$ cat src/rtl/pio_pkg.sv
// Package for the parallel I/O port: offsets, reset values, carrier structs.
// Assumes a single 100 MHz clock domain and no bus wrapper around the port.
`default_nettype none
package pio_pkg;
    // ==========================================================
    // Port geometry
    localparam int PIO_W = 16;
    // Pins present on this port; absent pins read as zero
    localparam logic [15:0] PIO_IMPL_MASK = 16'hffff;
    // Pins able to carry change notification
    localparam logic [15:0] PIO_CN_MASK = 16'hffff;
    // ==========================================================
    // Register offsets (byte addresses)
    localparam logic [7:0] PIO_OFF_DIR = 8'h00;
    localparam logic [7:0] PIO_OFF_LVL = 8'h10;
    localparam logic [7:0] PIO_OFF_HOLD = 8'h20;
    localparam logic [7:0] PIO_OFF_ODS = 8'h30;
    localparam logic [7:0] PIO_OFF_ADS = 8'h40;
    localparam logic [7:0] PIO_OFF_CNEN = 8'h50;
    localparam logic [7:0] PIO_OFF_PUE = 8'h60;
    localparam logic [7:0] PIO_OFF_CNPEND = 8'h70;
    // Alias offsets above each base register
    localparam logic [3:0] PIO_ALIAS_BASE = 4'h0;
    localparam logic [3:0] PIO_ALIAS_CLR = 4'h4;
    localparam logic [3:0] PIO_ALIAS_SET = 4'h8;
    localparam logic [3:0] PIO_ALIAS_INV = 4'hc;
    // ==========================================================
    // Reset values
    localparam logic [15:0] PIO_RST_DIR = 16'hffff;
    localparam logic [15:0] PIO_RST_HOLD = 16'h0000;
    localparam logic [15:0] PIO_RST_ODS = 16'h0000;
    localparam logic [15:0] PIO_RST_ADS = 16'h0000;
    localparam logic [15:0] PIO_RST_CNEN = 16'h0000;
    localparam logic [15:0] PIO_RST_PUE = 16'h0000;
    localparam logic [15:0] PIO_RST_ZERO = 16'h0000;
    localparam logic [15:0] PIO_ALIAS_RDATA = 16'h0000;
    // ==========================================================
    // Carriers
    typedef enum logic [1:0] {PIO_OP_WRITE, PIO_OP_CLR, PIO_OP_SET, PIO_OP_INV} pio_op_t;
    typedef struct packed {
        logic        wr;
        logic        rd;
        logic [7:0]  addr;
        logic [15:0] wdata;
    } pio_req_t;
    typedef struct packed {
        logic [15:0] out;
        logic [15:0] oe;
        logic [15:0] pullup_en;
    } pio_pad_t;
endpackage : pio_pkg
`default_nettype wire

$ cat src/rtl/pio_reg_bit.sv
// One base register with clear, set and toggle aliases.
// Assumes the caller decodes the register and operation from the address.
`default_nettype none
module pio_reg_bit
    import pio_pkg::*;
#(
    parameter logic [15:0] RST = 16'h0000,
    parameter logic [15:0] MASK = 16'hffff
) (
    // Clock and reset
    input wire logic ref_clk,
    input wire logic reset,
    // Update
    input wire logic we,
    input wire pio_op_t op,
    input wire logic [15:0] wdata,
    // State
    output logic [15:0] value_q
);
    logic [15:0] value_d;

    // ==========================================================
    // Alias bit operations
    always_comb begin
        value_d = value_q;
        if (we) begin
            case (op)
                PIO_OP_WRITE: value_d = wdata;
                PIO_OP_CLR: value_d = value_q & ~wdata;
                PIO_OP_SET: value_d = value_q | wdata;
                default: value_d = value_q ^ wdata;
            endcase
        end
    end

    always_ff @(posedge ref_clk or posedge reset) begin
        if (reset) begin
            value_q <= RST & MASK;
        end else begin
            value_q <= value_d & MASK;
        end
    end
endmodule : pio_reg_bit
`default_nettype wire

$ cat src/rtl/pio_port.sv
// Parallel I/O port: direction, output hold, pin level, open drain,
// analog select, change notification with pull-ups.
// Assumes a same-clock register request port and asynchronous pad inputs.
`default_nettype none
// Operation
// - Direction bit 1 input, 0 output
// - Reset sets every direction bit: inputs
// - Pin level read returns synchronized pins
// - Pin level write updates output hold
// - Hold read returns last written value
// - Unimplemented pins read as zero
// - Clear/set/toggle aliases touch only ones
// - Alias reads return undefined, here zero
// - Aliases at offsets 4, 8, c
// - Analog select resets zero; 1 digital
// - Analog pins read zero, input disabled
// - Open drain only pulls low or releases
// - Reference output overrides direction bit
// - Change on selected pin raises request
// - Pull-up enabled only by its bit
module pio_port
    import pio_pkg::*;
(
    // Clock and reset
    input wire logic ref_clk,
    input wire logic reset,
    // Register request
    input wire pio_req_t req,
    output logic [15:0] rdata_q,
    output logic rvalid_q,
    // Pads
    input wire logic [15:0] pad_in,
    output pio_pad_t pad,
    // Comparator reference output
    input wire logic comparator_ref_output,
    input wire logic [15:0] ref_pin_mask,
    output logic [15:0] analog_out_en,
    // Change notification
    output logic cn_irq
);
    logic [15:0] direction_control_reg;
    logic [15:0] output_hold_reg;
    logic [15:0] open_drain_select;
    logic [15:0] analog_digital_select;
    logic [15:0] cn_enable;
    logic [15:0] change_pullup_enable;
    logic [15:0] sync1_q;
    logic [15:0] sync2_q;
    logic [15:0] prev_q;
    logic [15:0] cn_pend_q;
    logic [15:0] cn_pend_d;
    logic [15:0] pin_level;
    logic [7:0] base;
    pio_op_t op;
    logic we_dir;
    logic we_hold;
    logic we_ods;
    logic we_ads;
    logic we_cnen;
    logic we_pue;
    logic we_pend;

    // ==========================================================
    // Address decode
    // Alias offset selects operation
    always_comb begin
        base = {req.addr[7:4], 4'h0};
        if (req.addr[3:0] == PIO_ALIAS_CLR) begin
            op = PIO_OP_CLR;
        end else if (req.addr[3:0] == PIO_ALIAS_SET) begin
            op = PIO_OP_SET;
        end else if (req.addr[3:0] == PIO_ALIAS_INV) begin
            op = PIO_OP_INV;
        end else begin
            op = PIO_OP_WRITE;
        end
    end

    assign we_dir = req.wr && base == PIO_OFF_DIR;
    // Pin level writes land in hold
    assign we_hold = req.wr && (base == PIO_OFF_HOLD || base == PIO_OFF_LVL);
    assign we_ods = req.wr && base == PIO_OFF_ODS;
    assign we_ads = req.wr && base == PIO_OFF_ADS;
    assign we_cnen = req.wr && base == PIO_OFF_CNEN;
    assign we_pue = req.wr && base == PIO_OFF_PUE;
    assign we_pend = req.wr && base == PIO_OFF_CNPEND;

    // ==========================================================
    // Registers
    // Direction resets to all inputs
    pio_reg_bit #(.RST(PIO_RST_DIR), .MASK(PIO_IMPL_MASK)) u_dir (
        .ref_clk(ref_clk), .reset(reset), .we(we_dir), .op(op),
        .wdata(req.wdata), .value_q(direction_control_reg)
    );
    pio_reg_bit #(.RST(PIO_RST_HOLD), .MASK(PIO_IMPL_MASK)) u_hold (
        .ref_clk(ref_clk), .reset(reset), .we(we_hold), .op(op),
        .wdata(req.wdata), .value_q(output_hold_reg)
    );
    pio_reg_bit #(.RST(PIO_RST_ODS), .MASK(PIO_IMPL_MASK)) u_ods (
        .ref_clk(ref_clk), .reset(reset), .we(we_ods), .op(op),
        .wdata(req.wdata), .value_q(open_drain_select)
    );
    pio_reg_bit #(.RST(PIO_RST_ADS), .MASK(PIO_IMPL_MASK)) u_ads (
        .ref_clk(ref_clk), .reset(reset), .we(we_ads), .op(op),
        .wdata(req.wdata), .value_q(analog_digital_select)
    );
    pio_reg_bit #(.RST(PIO_RST_CNEN), .MASK(PIO_CN_MASK)) u_cnen (
        .ref_clk(ref_clk), .reset(reset), .we(we_cnen), .op(op),
        .wdata(req.wdata), .value_q(cn_enable)
    );
    pio_reg_bit #(.RST(PIO_RST_PUE), .MASK(PIO_CN_MASK)) u_pue (
        .ref_clk(ref_clk), .reset(reset), .we(we_pue), .op(op),
        .wdata(req.wdata), .value_q(change_pullup_enable)
    );

    // ==========================================================
    // Pin input path
    // Two-stage synchronizer
    always_ff @(posedge ref_clk or posedge reset) begin
        if (reset) begin
            sync1_q <= PIO_RST_ZERO;
            sync2_q <= PIO_RST_ZERO;
        end else begin
            sync1_q <= pad_in;
            sync2_q <= sync1_q;
        end
    end

    assign pin_level = sync2_q & analog_digital_select & PIO_IMPL_MASK;

    // ==========================================================
    // Change notification
    always_ff @(posedge ref_clk or posedge reset) begin
        if (reset) begin
            prev_q <= PIO_RST_ZERO;
        end else begin
            prev_q <= pin_level;
        end
    end

    // Mismatch sets sticky flag, set beats clear
    always_comb begin
        cn_pend_d = cn_pend_q;
        if (we_pend) begin
            case (op)
                PIO_OP_CLR: cn_pend_d = cn_pend_q & ~req.wdata;
                PIO_OP_WRITE: cn_pend_d = req.wdata & cn_pend_q;
                default: cn_pend_d = cn_pend_q;
            endcase
        end
        cn_pend_d = cn_pend_d | ((pin_level ^ prev_q) & cn_enable);
    end

    always_ff @(posedge ref_clk or posedge reset) begin
        if (reset) begin
            cn_pend_q <= PIO_RST_ZERO;
        end else begin
            cn_pend_q <= cn_pend_d;
        end
    end

    assign cn_irq = |cn_pend_q;

    // ==========================================================
    // Pad drive
    // Zero direction bit drives pin
    always_comb begin
        pad.out = output_hold_reg & ~open_drain_select;
        pad.oe = ~direction_control_reg & PIO_IMPL_MASK
            & ~(open_drain_select & output_hold_reg) & ~analog_out_en;
        pad.pullup_en = change_pullup_enable & PIO_CN_MASK;
    end

    assign analog_out_en = comparator_ref_output ? (ref_pin_mask & PIO_IMPL_MASK) : 16'h0000;

    // ==========================================================
    // Read path, one cycle after request
    // Read mux
    always_ff @(posedge ref_clk or posedge reset) begin
        if (reset) begin
            rdata_q <= PIO_RST_ZERO;
            rvalid_q <= 1'b0;
        end else begin
            rvalid_q <= req.rd;
            if (!req.rd) begin
                rdata_q <= rdata_q;
            end else if (op != PIO_OP_WRITE) begin
                rdata_q <= PIO_ALIAS_RDATA;
            end else if (base == PIO_OFF_DIR) begin
                rdata_q <= direction_control_reg;
            end else if (base == PIO_OFF_LVL) begin
                rdata_q <= pin_level;
            end else if (base == PIO_OFF_HOLD) begin
                rdata_q <= output_hold_reg;
            end else if (base == PIO_OFF_ODS) begin
                rdata_q <= open_drain_select;
            end else if (base == PIO_OFF_ADS) begin
                rdata_q <= analog_digital_select;
            end else if (base == PIO_OFF_CNEN) begin
                rdata_q <= cn_enable;
            end else if (base == PIO_OFF_PUE) begin
                rdata_q <= change_pullup_enable;
            end else if (base == PIO_OFF_CNPEND) begin
                rdata_q <= cn_pend_q;
            end else begin
                rdata_q <= PIO_RST_ZERO;
            end
        end
    end
endmodule : pio_port
`default_nettype wire

$ cat config.mk
export PLATFORM = sky130hd
export DESIGN_NAME = pio_port
export DESIGN_NICKNAME = d
export VERILOG_FILES = /design/src/rtl/pio_pkg.sv /design/src/rtl/pio_reg_bit.sv /design/src/rtl/pio_port.sv
export SDC_FILE = /design/constraint.sdc
export NUM_CORES = 1
export LEC_CHECK = 0
export BUFFER_PORTS_ARGS = -buffer_cell sky130_fd_sc_hd__buf_2
export CAP_MARGIN = 5
export CORE_ASPECT_RATIO = 0.8
export CORE_MARGIN = 2
export CORE_UTILIZATION = 30
export DETAILED_ROUTE_END_ITERATION = 7
export PLACE_DENSITY_LB_ADDON = 0.2
export SLEW_MARGIN = 20
export SYNTH_ARGS = -nofsm -noshare
export SYNTH_HDL_FRONTEND = slang
export SYNTH_SLANG_ARGS = --single-unit
$ cat constraint.sdc
create_clock -name ref_clk -period 6.7 [get_ports ref_clk]
set_input_delay 0.67 -clock ref_clk [delete_from_list [all_inputs] [get_ports ref_clk]]
set_output_delay 0.67 -clock ref_clk [all_outputs]
set_load 0.05 [all_outputs]
# Word-level counts from Yosys, hierarchy flattened

Index checks and enable logic that the tools add are counted.

Multipliers: 0
Mux-type cells: 21
Bitwise operators: 33
Shifts and indexed selects: 0
$lt $le $gt $ge: 0
Divide/modulo/power cells: 0
Add/sub/neg operators: 0
Reductions and logical operators: 12
Equal/unequal tests: 12

Operators by type and width:

| cell                                                | number |
|---|---|
| case mux 16 bit (3 select lines)                    | 6 |
| bitwise AND 16 bit                                  | 14 |
| two-way mux 16 bit                                  | 11 |
| bitwise OR 16 bit                                   | 7 |
| XOR 16 bit                                          | 7 |
| inverter 16 bit                                     | 5 |
| case mux 16 bit (2 select lines)                    | 1 |
| equality test 4 x 3 -> 1 bit, second input constant | 5 |
| OR reduction 16 bit                                 | 1 |
| equality test 4 x 2 -> 1 bit, second input constant | 2 |
| equality test 4 bit, second input constant          | 2 |
| zero test 8 bit                                     | 1 |
| logical AND 1 bit                                   | 7 |
| two-way mux 2 bit                                   | 3 |
| equality test 4 x 1 -> 1 bit, second input constant | 1 |
| equality test 2 x 1 -> 1 bit, second input constant | 1 |
| equality test 2 bit, second input constant          | 1 |
| zero test 2 bit                                     | 1 |
| nonzero test 2 bit                                  | 1 |
| logical OR 1 bit                                    | 1 |

ROM bits: 0
Output and inout bits: 82
Memories kept: 0
Latch bits: 0
Bits in writable memories: 0
Flip-flop bits (word level): 177
Input port bits: 61

# Longest topological paths before layout

Gate-level depths: netlist of run 1.

Depth in word-level cells: 10
Gate-level depth with buffers: 7
Mapped depth without buffers: 6

# By module

From an unflattened synthesis of run 1, not the netlist that was laid out.

Cell total of the unflattened synthesis: 1,496
Area, all modules: 14,795.4 um2

By module, submodules not included:

| module                  | cells each | area an instance (um2) | times used |
|---|---|---|---|
| pio_reg_bit (u_ads ...) | 173        | 1,661.6                | 5 |
| pio_port                | 458        | 4,805.9                | 1 |
| pio_reg_bit (u_dir)     | 173        | 1,681.6                | 1 |

# Worst setup path after synthesis of run 1

Ideal clock, no wire load.

Path type: input to output
Start: in comparator_ref_output
End: out pad[22] (netlist bit)
Stages on the path: 3
Path buffers: 1
Required time: 6,030 ps
Path slack: 3,626 ps
Data arrival time: 2,404 ps
Cell sequence: clkbuf_1 and2_1 a211oi_1

RTL lines:

| item            | RTL line       | RTL |
|---|---|---|
| start, declared | pio_port.sv:35 | `input wire logic comparator_ref_output,` |
| end, declared   | pio_port.sv:33 | `output pio_pad_t pad,` |

# Worst setup path in the final report of run 1

Start: in req[21] (netlist bit)
End: reg u_hold.value_q[13]

Cells in the longest elaborated chain, start to end: 3

Ends and longest elaborated chain:

| item                                                                         | RTL line          | RTL |
|---|---|---|
| start, declared                                                              | pio_port.sv:28    | `input wire pio_req_t req,` |
| equality test 4 x 2 -> 1 bit or equality test 4 x 1 -> 1 bit (tied branches) | pio_port.sv:81    | `assign we_hold = req.wr && (base == PIO_OFF_HOLD \|\| base == PIO_OFF_LVL);` |
| logical OR 1 bit *                                                           | pio_port.sv:81    |  |
| logical AND 1 bit *                                                          | pio_port.sv:81    |  |
| end signal, assigned                                                         | pio_reg_bit.sv:38 | `value_q <= RST & MASK;` |
| end signal, assigned                                                         | pio_reg_bit.sv:40 | `value_q <= value_d & MASK;` |
| end, declared                                                                | pio_reg_bit.sv:18 | `output logic [15:0] value_q` |

Every way passes the cells marked *; elsewhere a longest branch is shown, timed or not.
A chain may end at the register's enable or synchronous reset.

==> report_table.html, run 1 <==
<table>
<tr><th>Metric</th><th>Value</th></tr>
<tr><th colspan="2">Route</th></tr>
<tr><td>ANT nets after route</td><td>0</td></tr>
<tr><td>DRT iter0 DRCs</td><td>approximately 900</td></tr>
<tr><td>Average via count per standard cell</td><td>roughly 5.2</td></tr>
<tr><td>Detailed-routing iteration count for the pre-antenna-repair pass</td><td>7</td></tr>
<tr><td>Drc violations</td><td>0</td></tr>
<tr><td>Post-Route WL</td><td>roughly 42000 um</td></tr>
<tr><td>Via count of the routed design</td><td>10600</td></tr>
<tr><td>Detail-routed net length per standard cell</td><td>around 21 um</td></tr>
<tr><th colspan="2">Critical path</th></tr>
<tr><td>CP Max Fanout</td><td>39</td></tr>
<tr><td>Category of the critical setup timing path</td><td>in -&gt; reg</td></tr>
<tr><td>Launch point of the critical path</td><td>req[21]</td></tr>
<tr><td>Crit path capture type</td><td>flip-flop</td></tr>
<tr><td>CP Data Required Time</td><td>7050 ps</td></tr>
<tr><td>Register-to-register setup slack</td><td>roughly 5100 ps</td></tr>
<tr><td>Data arrival time of the critical path</td><td>3210 ps</td></tr>
<tr><td>Reg2Reg Capture Point</td><td>rdata_q[5]</td></tr>
<tr><td>Crit path to</td><td>u_hold.value_q[13]</td></tr>
<tr><td>Worst Setup Start Kind</td><td>input port</td></tr>
<tr><td>R2R cell count</td><td>4</td></tr>
<tr><td>RR Startpoint</td><td>u_ads.value_q[5]</td></tr>
<tr><th colspan="2">Logic synthesis</th></tr>
<tr><td>Average size of a mapped cell</td><td>between 9 and 10 um2</td></tr>
<tr><td>Unique masters post-synth</td><td>50</td></tr>
<tr><td>Gate count after technology mapping</td><td>1381</td></tr>
<tr><td>Area share of the largest cell type after synthesis</td><td>32.0%</td></tr>
<tr><td>Summed instance area of the synthesized netlist</td><td>roughly 13000 um2</td></tr>
<tr><td>Synthesis warning total</td><td>0</td></tr>
<tr><td>Fraction of registers with async set/reset</td><td>100%</td></tr>
<tr><td>Cell type with the largest total area after synthesis</td><td>sky130_fd_sc_hd__dfrtp_1</td></tr>
<tr><td>Top cells by area in the synthesized netlist</td><td>sky130_fd_sc_hd__dfrtp_1 32%, sky130_fd_sc_hd__ha_1 21%, sky130_fd_sc_hd__a211oi_1 6.7%</td></tr>
<tr><td>Total of flip-flops plus latches after synthesis</td><td>around 180</td></tr>
<tr><td>Syn_nets</td><td>~1700</td></tr>
<tr><td>Portion of the post-synthesis area used by sequential elements</td><td>35.3%</td></tr>
<tr><td>Post-synth EDFFs</td><td>0</td></tr>
<tr><td>Predominant post-synthesis flop cell</td><td>sky130_fd_sc_hd__dfrtp_1</td></tr>
<tr><th colspan="2">Floorplanning</th></tr>
<tr><td>I/O pin count</td><td>~140</td></tr>
<tr><td>Num rows</td><td>67</td></tr>
<tr><td>Area of the die</td><td>43600 um2</td></tr>
<tr><td>Placeable Area</td><td>around 42000 um2</td></tr>
<tr><td>Starting density of the core</td><td>~30%</td></tr>
<tr><td>Width of the chip</td><td>about 230 um</td></tr>
<tr><td>Die span in y</td><td>approximately 190 um</td></tr>
<tr><th colspan="2">Clock tree</th></tr>
<tr><td>Hold buffers post-CTS</td><td>0</td></tr>
<tr><td>Post-CTS setup buffer count</td><td>0</td></tr>
<tr><td>Reg clk slew, reported paths</td><td>around 80 ps</td></tr>
<tr><td>Later-pin clock latency in the skew report</td><td>around 450 ps</td></tr>
<tr><td>Deepest clock path buffer count</td><td>2</td></tr>
<tr><td>Clock tree from TritonCTS</td><td>built</td></tr>
<tr><td>Number of H-tree branching levels</td><td>4</td></tr>
<tr><td>Post-cts sizing count</td><td>0</td></tr>
<tr><td>TritonCTS sink count</td><td>between 150 and 200</td></tr>
<tr><td>Cell chosen for the clock root</td><td>sky130_fd_sc_hd__clkbuf_16</td></tr>
<tr><td>CTS Buf Count</td><td>17</td></tr>
<tr><th colspan="2">Finish</th></tr>
<tr><td>Antenna Diode Count</td><td>0</td></tr>
<tr><td>Area occupied by registers</td><td>~4400 um2</td></tr>
<tr><td>Share of final-layout standard cells stronger than drive strength 1</td><td>about 15%</td></tr>
<tr><td>Most frequent standard cell in the layout excluding fill and tap cells</td><td>sky130_fd_sc_hd__nor2_1</td></tr>
<tr><td>Layout filler cell count</td><td>about 4200</td></tr>
<tr><td>Synth-to-layout area growth</td><td>14.6%</td></tr>
<tr><td>Most frequent cells in the layout</td><td>210 x sky130_fd_sc_hd__nor2_1, 208 x sky130_fd_sc_hd__ha_1, 161 x sky130_fd_sc_hd__dfrtp_1, 142 x sky130_fd_sc_hd__buf_2, 128 x sky130_fd_sc_hd__inv_1</td></tr>
<tr><td>Combined area of the multi-input logic cells</td><td>approximately 7400 um2</td></tr>
<tr><td>Final-stage net count</td><td>about 1700</td></tr>
<tr><th colspan="2">GRT</th></tr>
<tr><td>Pin count of the biggest net entering global routing</td><td>118</td></tr>
<tr><td>Number of global-route vias before repair</td><td>~10000</td></tr>
<tr><td>Residual overflow from global routing</td><td>0</td></tr>
<tr><td>Number of antenna violations at the first check in global routing</td><td>0</td></tr>
<tr><td>First-pass GRT wire length</td><td>around 64000 um</td></tr>
<tr><td>GRT Overall Usage</td><td>between 10% and 20%</td></tr>
<tr><th colspan="2">Timing</th></tr>
<tr><td>Slew Limit Fails</td><td>0</td></tr>
<tr><td>Fmax</td><td>349 MHz</td></tr>
<tr><td>Post-Route Skew</td><td>8.73 ps</td></tr>
<tr><td>Setup-violating endpoint count in the final report</td><td>0</td></tr>
<tr><td>Final period utilization</td><td>42.8%</td></tr>
<tr><td>Fin. Hold Viols</td><td>0</td></tr>
<tr><td>Post-route worst hold slack</td><td>just over 300 ps</td></tr>
<tr><td>Actual transition at the worst max-transition pin</td><td>between 1000 and 1500 ps</td></tr>
<tr><td>Unrepaired setup endpoints after global routing</td><td>false</td></tr>
<tr><td>Setup Total Neg Slack</td><td>0 ps</td></tr>
<tr><td>Max-Slew Margin vs Limit</td><td>between 20 and 30%</td></tr>
<tr><td>Minimum period implied by the final worst setup slack</td><td>between 2000 and 3000 ps</td></tr>
<tr><th colspan="2">Place</th></tr>
<tr><td>DP Wirelength</td><td>slightly below 30000 um</td></tr>
<tr><td>Number of buffers added on ports</td><td>around 140</td></tr>
<tr><td>Final weighted congestion in routability-driven placement</td><td>about 0.79</td></tr>
<tr><th colspan="2">Pwr</th></tr>
<tr><td>Worst VDD drop</td><td>0.000185 V</td></tr>
<tr><td>Static leakage</td><td>~6.9 nW</td></tr>
<tr><td>Total power per unit cell area</td><td>approximately 270 nW/um2</td></tr>
<tr><th colspan="2">Status</th></tr>
<tr><td>Outcome</td><td>finished, final reports clean</td></tr>
<tr><th colspan="2">Min path</th></tr>
<tr><td>Classification of the worst-slack hold path</td><td>in -&gt; reg</td></tr>
<tr><th colspan="2">Run</th></tr>
<tr><td>Max-cap violation count</td><td>0</td></tr>
</table>
-- sequential cells by signal (all words and copies together) (netlist names) --
register / flops
rdata_q: 16
u_pue.value_q: 16
u_hold.value_q: 16
rvalid_q: 1
u_dir.value_q: 16
u_ads.value_q: 16
u_ods.value_q: 16
sync1_q: 16
sync2_q: 16
cn_pend_q: 16
prev_q: 16
u_cnen.value_q: 16
-- where the power goes --
group	internal [mW]	total [mW]	switching, mW
Clock	0.628	1.11	0.486
Sequential	1.29	1.58	0.284
Combinational	0.403	1.26	0.855
-- critical path: stages --
cell	delay (ps)
sky130_fd_sc_hd__buf_2	320
sky130_fd_sc_hd__buf_4	480
sky130_fd_sc_hd__nor2b_1	190
sky130_fd_sc_hd__buf_4	220
sky130_fd_sc_hd__o211a_1	890
sky130_fd_sc_hd__o21ai_0	210
sky130_fd_sc_hd__o22ai_1	200
-- per-layer routing --
metal | up-vias | GRT usage, % | part of all wire, %
met1 | 5221 | 30.8 | 52
li1 | 5055 | - | -
met3 | 27 | 3.83 | 5.7
met4 | 0 | 3.94 | 1.2
met2 | 285 | 27.0 | 41
met5 | - | 0 | 0
-- how the worst min path moves through the flow --
stage                startpoint          end  cells past startpoint
floorplan            sync1_q[0]   sync2_q[0]                      0
global placement    sync1_q[14]  sync2_q[14]                      0
detailed placement  sync1_q[14]  sync2_q[14]                      0
CTS                   pad_in[6]   sync1_q[6]                      1
global route          pad_in[5]   sync1_q[5]                      1
finish                pad_in[6]   sync1_q[6]                      1
-- per-stage QoR --
stage	util [%]	std cells	power [mW]	area [um2]	setup WS (ps)
after floorplan	-	1381	2.42	12600	1250
after global placement	33.1	2012	2.81	13800	3500
after detailed placement	33.1	2012	2.85	13800	3420
after CTS	34.6	2044	3.97	14400	3900
after global routing	34.6	2044	4.18	14400	3600
final	34.6	2044	3.95	14400	3840
-- cells by family after synthesis --
kind of cell    Yosys count  share of synthesized area, %
buf+inv                 206                          6.50
compound gates          336                          20.3
simple gates            418                          14.5
mux                      20                          1.60
flops                   177                          35.3
xor+xnor                 16                          1.11
fa+ha+maj               208                          20.7
-- synthesized netlist by cell type, types with 10 or more instances --
cell type,number
sky130_fd_sc_hd__clkbuf_1,54
sky130_fd_sc_hd__a21oi_1,13
sky130_fd_sc_hd__o22ai_1,17
sky130_fd_sc_hd__a221oi_1,10
sky130_fd_sc_hd__nand3b_1,11
sky130_fd_sc_hd__o221ai_1,13
sky130_fd_sc_hd__dfrtp_1,161
sky130_fd_sc_hd__a211oi_1,112
sky130_fd_sc_hd__buf_2,12
sky130_fd_sc_hd__o31ai_1,69
sky130_fd_sc_hd__inv_1,129
sky130_fd_sc_hd__nor2_1,210
sky130_fd_sc_hd__xnor2_1,12
sky130_fd_sc_hd__nand2b_1,17
sky130_fd_sc_hd__o21ai_0,24
sky130_fd_sc_hd__o31ai_2,12
sky130_fd_sc_hd__nand2_1,126
sky130_fd_sc_hd__dfstp_2,16
sky130_fd_sc_hd__o2bb2ai_1,11
sky130_fd_sc_hd__a22oi_1,13
sky130_fd_sc_hd__a22o_1,15
sky130_fd_sc_hd__mux2i_1,19
sky130_fd_sc_hd__and2_1,20
sky130_fd_sc_hd__o211ai_1,10
sky130_fd_sc_hd__ha_1,208
-- final cells by class --
class	instances	share of cell area, %
Timing Repair Buffer	156	5.65
Clock buffer	20	3.03
Inverter	129	3.41
Tap cell	552	4.79
Multi-Input combinational cell	998	51.0
Sequential cell	177	30.8
Clock inverter	12	1.27
Note: power is estimated with default switching activity, not from simulation.
==> inputs of run 2 (changes only) <==
clock period = 2.5 ns   (was 6.7 ns; I/O delays follow)
==> run 2 against run 1 <==
Net effect:
- global-route usage grew 0.89 points
- die area is the same
- first-iteration DRC count grew 19%
- power grew to 2.7 times the previous value
- routed wire length grew 3.8%
- critical path depth shrank 5
- cell count grew 2.8%
- worst setup slack lost 3500 ps
- core utilization grew 1.4 points
- sequential share of layout area shrank 1.2 points
- clock skew grew 3.0 ps
- critical path type is now reg -> out
- critical endpoint is now pad[24]
==> report_table.html, run 2 (synthesized netlist as in run 1, its figures left out) <==
<table>
<tr><th>Metric</th><th>Value</th></tr>
<tr><th colspan="2">Run</th></tr>
<tr><td>Max-cap violation count</td><td>0 (unchanged)</td></tr>
<tr><th colspan="2">Critical path</th></tr>
<tr><td>RR Startpoint</td><td>u_ads.value_q[6]</td></tr>
<tr><td>Category of the critical setup timing path</td><td>reg -&gt; out</td></tr>
<tr><td>R2R cell count</td><td>4 (unchanged)</td></tr>
<tr><td>CP Max Fanout</td><td>4 (-90%)</td></tr>
<tr><td>Crit path capture type</td><td>primary output</td></tr>
<tr><td>Crit path to</td><td>pad[24]</td></tr>
<tr><td>Delay-heaviest family, CP</td><td>compound AO/OA/AOI/OAI gates</td></tr>
<tr><td>Worst Setup Start Kind</td><td>flip-flop</td></tr>
<tr><td>Launch point of the critical path</td><td>u_hold.value_q[8]</td></tr>
<tr><td>Sequence of cells on the critical path</td><td>a211oi_1 &gt; buf_2</td></tr>
<tr><td>Data arrival time of the critical path</td><td>1870 ps (-1340 ps)</td></tr>
<tr><td>Count of buffering cells on the critical path with inverters included</td><td>1 (-2)</td></tr>
<tr><td>Reg2Reg Capture Point</td><td>rdata_q[6]</td></tr>
<tr><td>Crit-path max cell delay</td><td>610 ps (-280 ps)</td></tr>
<tr><td>Register-to-register setup slack</td><td>690 ps (-4390 ps)</td></tr>
<tr><td>Slowest library cell on the worst path</td><td>sky130_fd_sc_hd__a211oi_1</td></tr>
<tr><td>CP Data Required Time</td><td>2250 ps (-4800 ps)</td></tr>
<tr><td>Number of logic stages on the critical path including buffering</td><td>2 (-5)</td></tr>
<tr><th colspan="2">Floorplanning</th></tr>
<tr><td>I/O pin count</td><td>143 (unchanged)</td></tr>
<tr><td>Num rows</td><td>67 (unchanged)</td></tr>
<tr><td>Area of the die</td><td>43600 um2 (unchanged)</td></tr>
<tr><td>Starting density of the core</td><td>30.2% (unchanged)</td></tr>
<tr><td>Width of the chip</td><td>233 um (unchanged)</td></tr>
<tr><td>Placeable Area</td><td>41700 um2 (unchanged)</td></tr>
<tr><td>Die span in y</td><td>187 um (unchanged)</td></tr>
<tr><th colspan="2">Finish</th></tr>
<tr><td>Share of final-layout standard cells stronger than drive strength 1</td><td>17.1% (+2.0 points)</td></tr>
<tr><td>Post-layout instance area</td><td>15000 um2 (+4.1%)</td></tr>
<tr><td>Synth-to-layout area growth</td><td>19.4%</td></tr>
<tr><td>Core occupancy in the finished layout</td><td>36.1% (+1.4 points)</td></tr>
<tr><td>Final-stage net count</td><td>1804 (+3.2%)</td></tr>
<tr><td>Most frequent standard cell in the layout excluding fill and tap cells</td><td>sky130_fd_sc_hd__nor2_1</td></tr>
<tr><td>Most frequent cells in the layout</td><td>210 x sky130_fd_sc_hd__nor2_1, 208 x sky130_fd_sc_hd__ha_1, 161 x sky130_fd_sc_hd__dfrtp_1, 142 x sky130_fd_sc_hd__buf_2, 128 x sky130_fd_sc_hd__inv_1</td></tr>
<tr><th colspan="2">Clock tree</th></tr>
<tr><td>TritonCTS sink count</td><td>177 (unchanged)</td></tr>
<tr><td>Reg clk slew, reported paths</td><td>80 ps (about the same)</td></tr>
<tr><td>Clock tree from TritonCTS</td><td>built</td></tr>
<tr><td>Number of H-tree branching levels</td><td>4 (unchanged)</td></tr>
<tr><td>CTS Buf Count</td><td>17 (unchanged)</td></tr>
<tr><td>Cell chosen for the clock root</td><td>sky130_fd_sc_hd__clkbuf_16</td></tr>
<tr><td>Later-pin clock latency in the skew report</td><td>460 ps (about the same)</td></tr>
<tr><td>Deepest clock path buffer count</td><td>2 (unchanged)</td></tr>
<tr><th colspan="2">Min path</th></tr>
<tr><td>Classification of the worst-slack hold path</td><td>in -&gt; reg</td></tr>
<tr><td>Min-delay src</td><td>req[0]</td></tr>
<tr><th colspan="2">GRT</th></tr>
<tr><td>Pin count of the biggest net entering global routing</td><td>58 (-51%)</td></tr>
<tr><td>Number of global-route vias before repair</td><td>10400 (+4.3%)</td></tr>
<tr><td>Residual overflow from global routing</td><td>0 (unchanged)</td></tr>
<tr><td>Number of antenna violations at the first check in global routing</td><td>0 (unchanged)</td></tr>
<tr><td>First-pass GRT wire length</td><td>66900 um (+3.9%)</td></tr>
<tr><td>GRT Overall Usage</td><td>20.4% (+0.89 points)</td></tr>
<tr><th colspan="2">Route</th></tr>
<tr><td>Detail-routed net length per standard cell</td><td>20.9 um (+1.0%)</td></tr>
<tr><td>Via count of the routed design</td><td>10900 (+2.9%)</td></tr>
<tr><td>Post-Route WL</td><td>43900 um (+3.8%)</td></tr>
<tr><td>Drc violations</td><td>0 (unchanged)</td></tr>
<tr><td>Detailed-routing iteration count for the pre-antenna-repair pass</td><td>5 (-2)</td></tr>
<tr><td>ANT nets after route</td><td>0 (unchanged)</td></tr>
<tr><td>DRT iter0 DRCs</td><td>1049 (+19%)</td></tr>
<tr><td>Average via count per standard cell</td><td>5.19 (+0.12%)</td></tr>
<tr><th colspan="2">Timing</th></tr>
<tr><td>Unrepaired setup endpoints after global routing</td><td>false</td></tr>
<tr><td>Max-Slew Margin vs Limit</td><td>46.4% (+17 points)</td></tr>
<tr><td>Actual transition at the worst max-transition pin</td><td>784 ps (-276 ps)</td></tr>
<tr><td>Slew Limit Fails</td><td>0 (unchanged)</td></tr>
<tr><td>Fin. Hold Viols</td><td>0 (unchanged)</td></tr>
<tr><td>Fmax</td><td>472 MHz</td></tr>
<tr><td>Minimum period implied by the final worst setup slack</td><td>between 2000 and 2500 ps</td></tr>
<tr><td>Setup Total Neg Slack</td><td>0 ps (unchanged)</td></tr>
<tr><td>Setup-violating endpoint count in the final report</td><td>0 (unchanged)</td></tr>
<tr><td>Post-Route Skew</td><td>11.8 ps (+3.04 ps)</td></tr>
<tr><td>Final period utilization</td><td>84.8%</td></tr>
<tr><th colspan="2">Place</th></tr>
<tr><td>DP Wirelength</td><td>31700 um (+8.3%)</td></tr>
<tr><td>Post-detailed-placement cell area</td><td>14200 um2 (+2.9%)</td></tr>
<tr><td>Number of buffers added on ports</td><td>142 (unchanged)</td></tr>
<tr><td>Final weighted congestion in routability-driven placement</td><td>0.821 (+3.9%)</td></tr>
<tr><th colspan="2">Pwr</th></tr>
<tr><td>Total power per unit cell area</td><td>715 nW/um2 (+160%)</td></tr>
<tr><td>Static leakage</td><td>7.22 nW (+4.4%)</td></tr>
<tr><td>Worst VDD drop</td><td>0.000499 V (+170%)</td></tr>
<tr><th colspan="2">Status</th></tr>
<tr><td>Outcome</td><td>finished, final reports clean</td></tr>
</table>
==> run 2: cell types whose count changed in the layout (fill, tap and decap cells not counted), sizes merged <==
cell	before	now
diode	0	1
inv	131	132
buf	156	194
clkinvlp	3	5
clkbuf	20	18
clkinv	3	2
dlygate4sd3	0	18
==> run 2: repair_timing <==
item	CTS	global route
resized for setup	0	0
setup buffers	0	0
hold buffers	18	0
endpoints found under the hold margin	37	0
==> run 2: per-stage QoR <==
stage / worst slack (ps) / hold slack, ps / power [mW] / instances
3_5_place_dp: 353 / 335 / 7.72 / 2050
3_3_place_gp: 410 / 332 / 7.62 / 2050
4_1_cts: 351 / 231 / 10.8 / 2100
5_1_grt: 195 / 256 / 11.4 / 2100
6_report: 381 / 261 / 10.7 / 2101
2_1_floorplan: -3.56 / 281 / 6.48 / 1381
==> run 2: where the power goes <==
group          switching (mW)  leakage (nW)  total (mW)  internal, mW
Clock                    1.33         0.300        3.05          1.72
Combinational            2.33          4.76        3.48          1.15
Sequential              0.756          2.16        4.22          3.46
==> run 2: worst min-delay path: stages <==
cell and delay [ps]:
sky130_fd_sc_hd__buf_2 100, sky130_fd_sc_hd__ha_1 170, sky130_fd_sc_hd__nand2_1 60, sky130_fd_sc_hd__o2bb2ai_1 110
==> run 2: worst min path at each step <==
stage	slack [ps]	depth (start not counted)	end
after global placement	330	0	sync2_q[14]
after global routing	260	4	cn_pend_q[0]
final	260	4	cn_pend_q[0]
after floorplan	280	0	rvalid_q
after detailed placement	330	0	sync2_q[11]
after CTS	230	4	cn_pend_q[0]
==> run 2: area by class of cell <==
| class | instances | area, um2 |
|---|---|---|
| Tap cell | 552 | 691 |
| Multi-Input combinational cell | 998 | 7350 |
| Clock inverter | 14 | 199 |
| Clock buffer | 18 | 439 |
| Fill cell | 4197 | 26600 |
| Inverter | 129 | 488 |
| Timing Repair Buffer | 212 | 1410 |
| Antenna cell | 1 | 2.50 |
| Sequential cell | 177 | 4450 |
==> run 2: layer usage <==
metal / global-route usage (%) / routed length (um) / up-vias
met4: 4.61 / 787 / 0
met2: 29.3 / 18600 / 312
met3: 3.98 / 2540 / 41
li1: - / - / 5158
met1: 31.1 / 21900 / 5385
met5: 0 / 0 / -
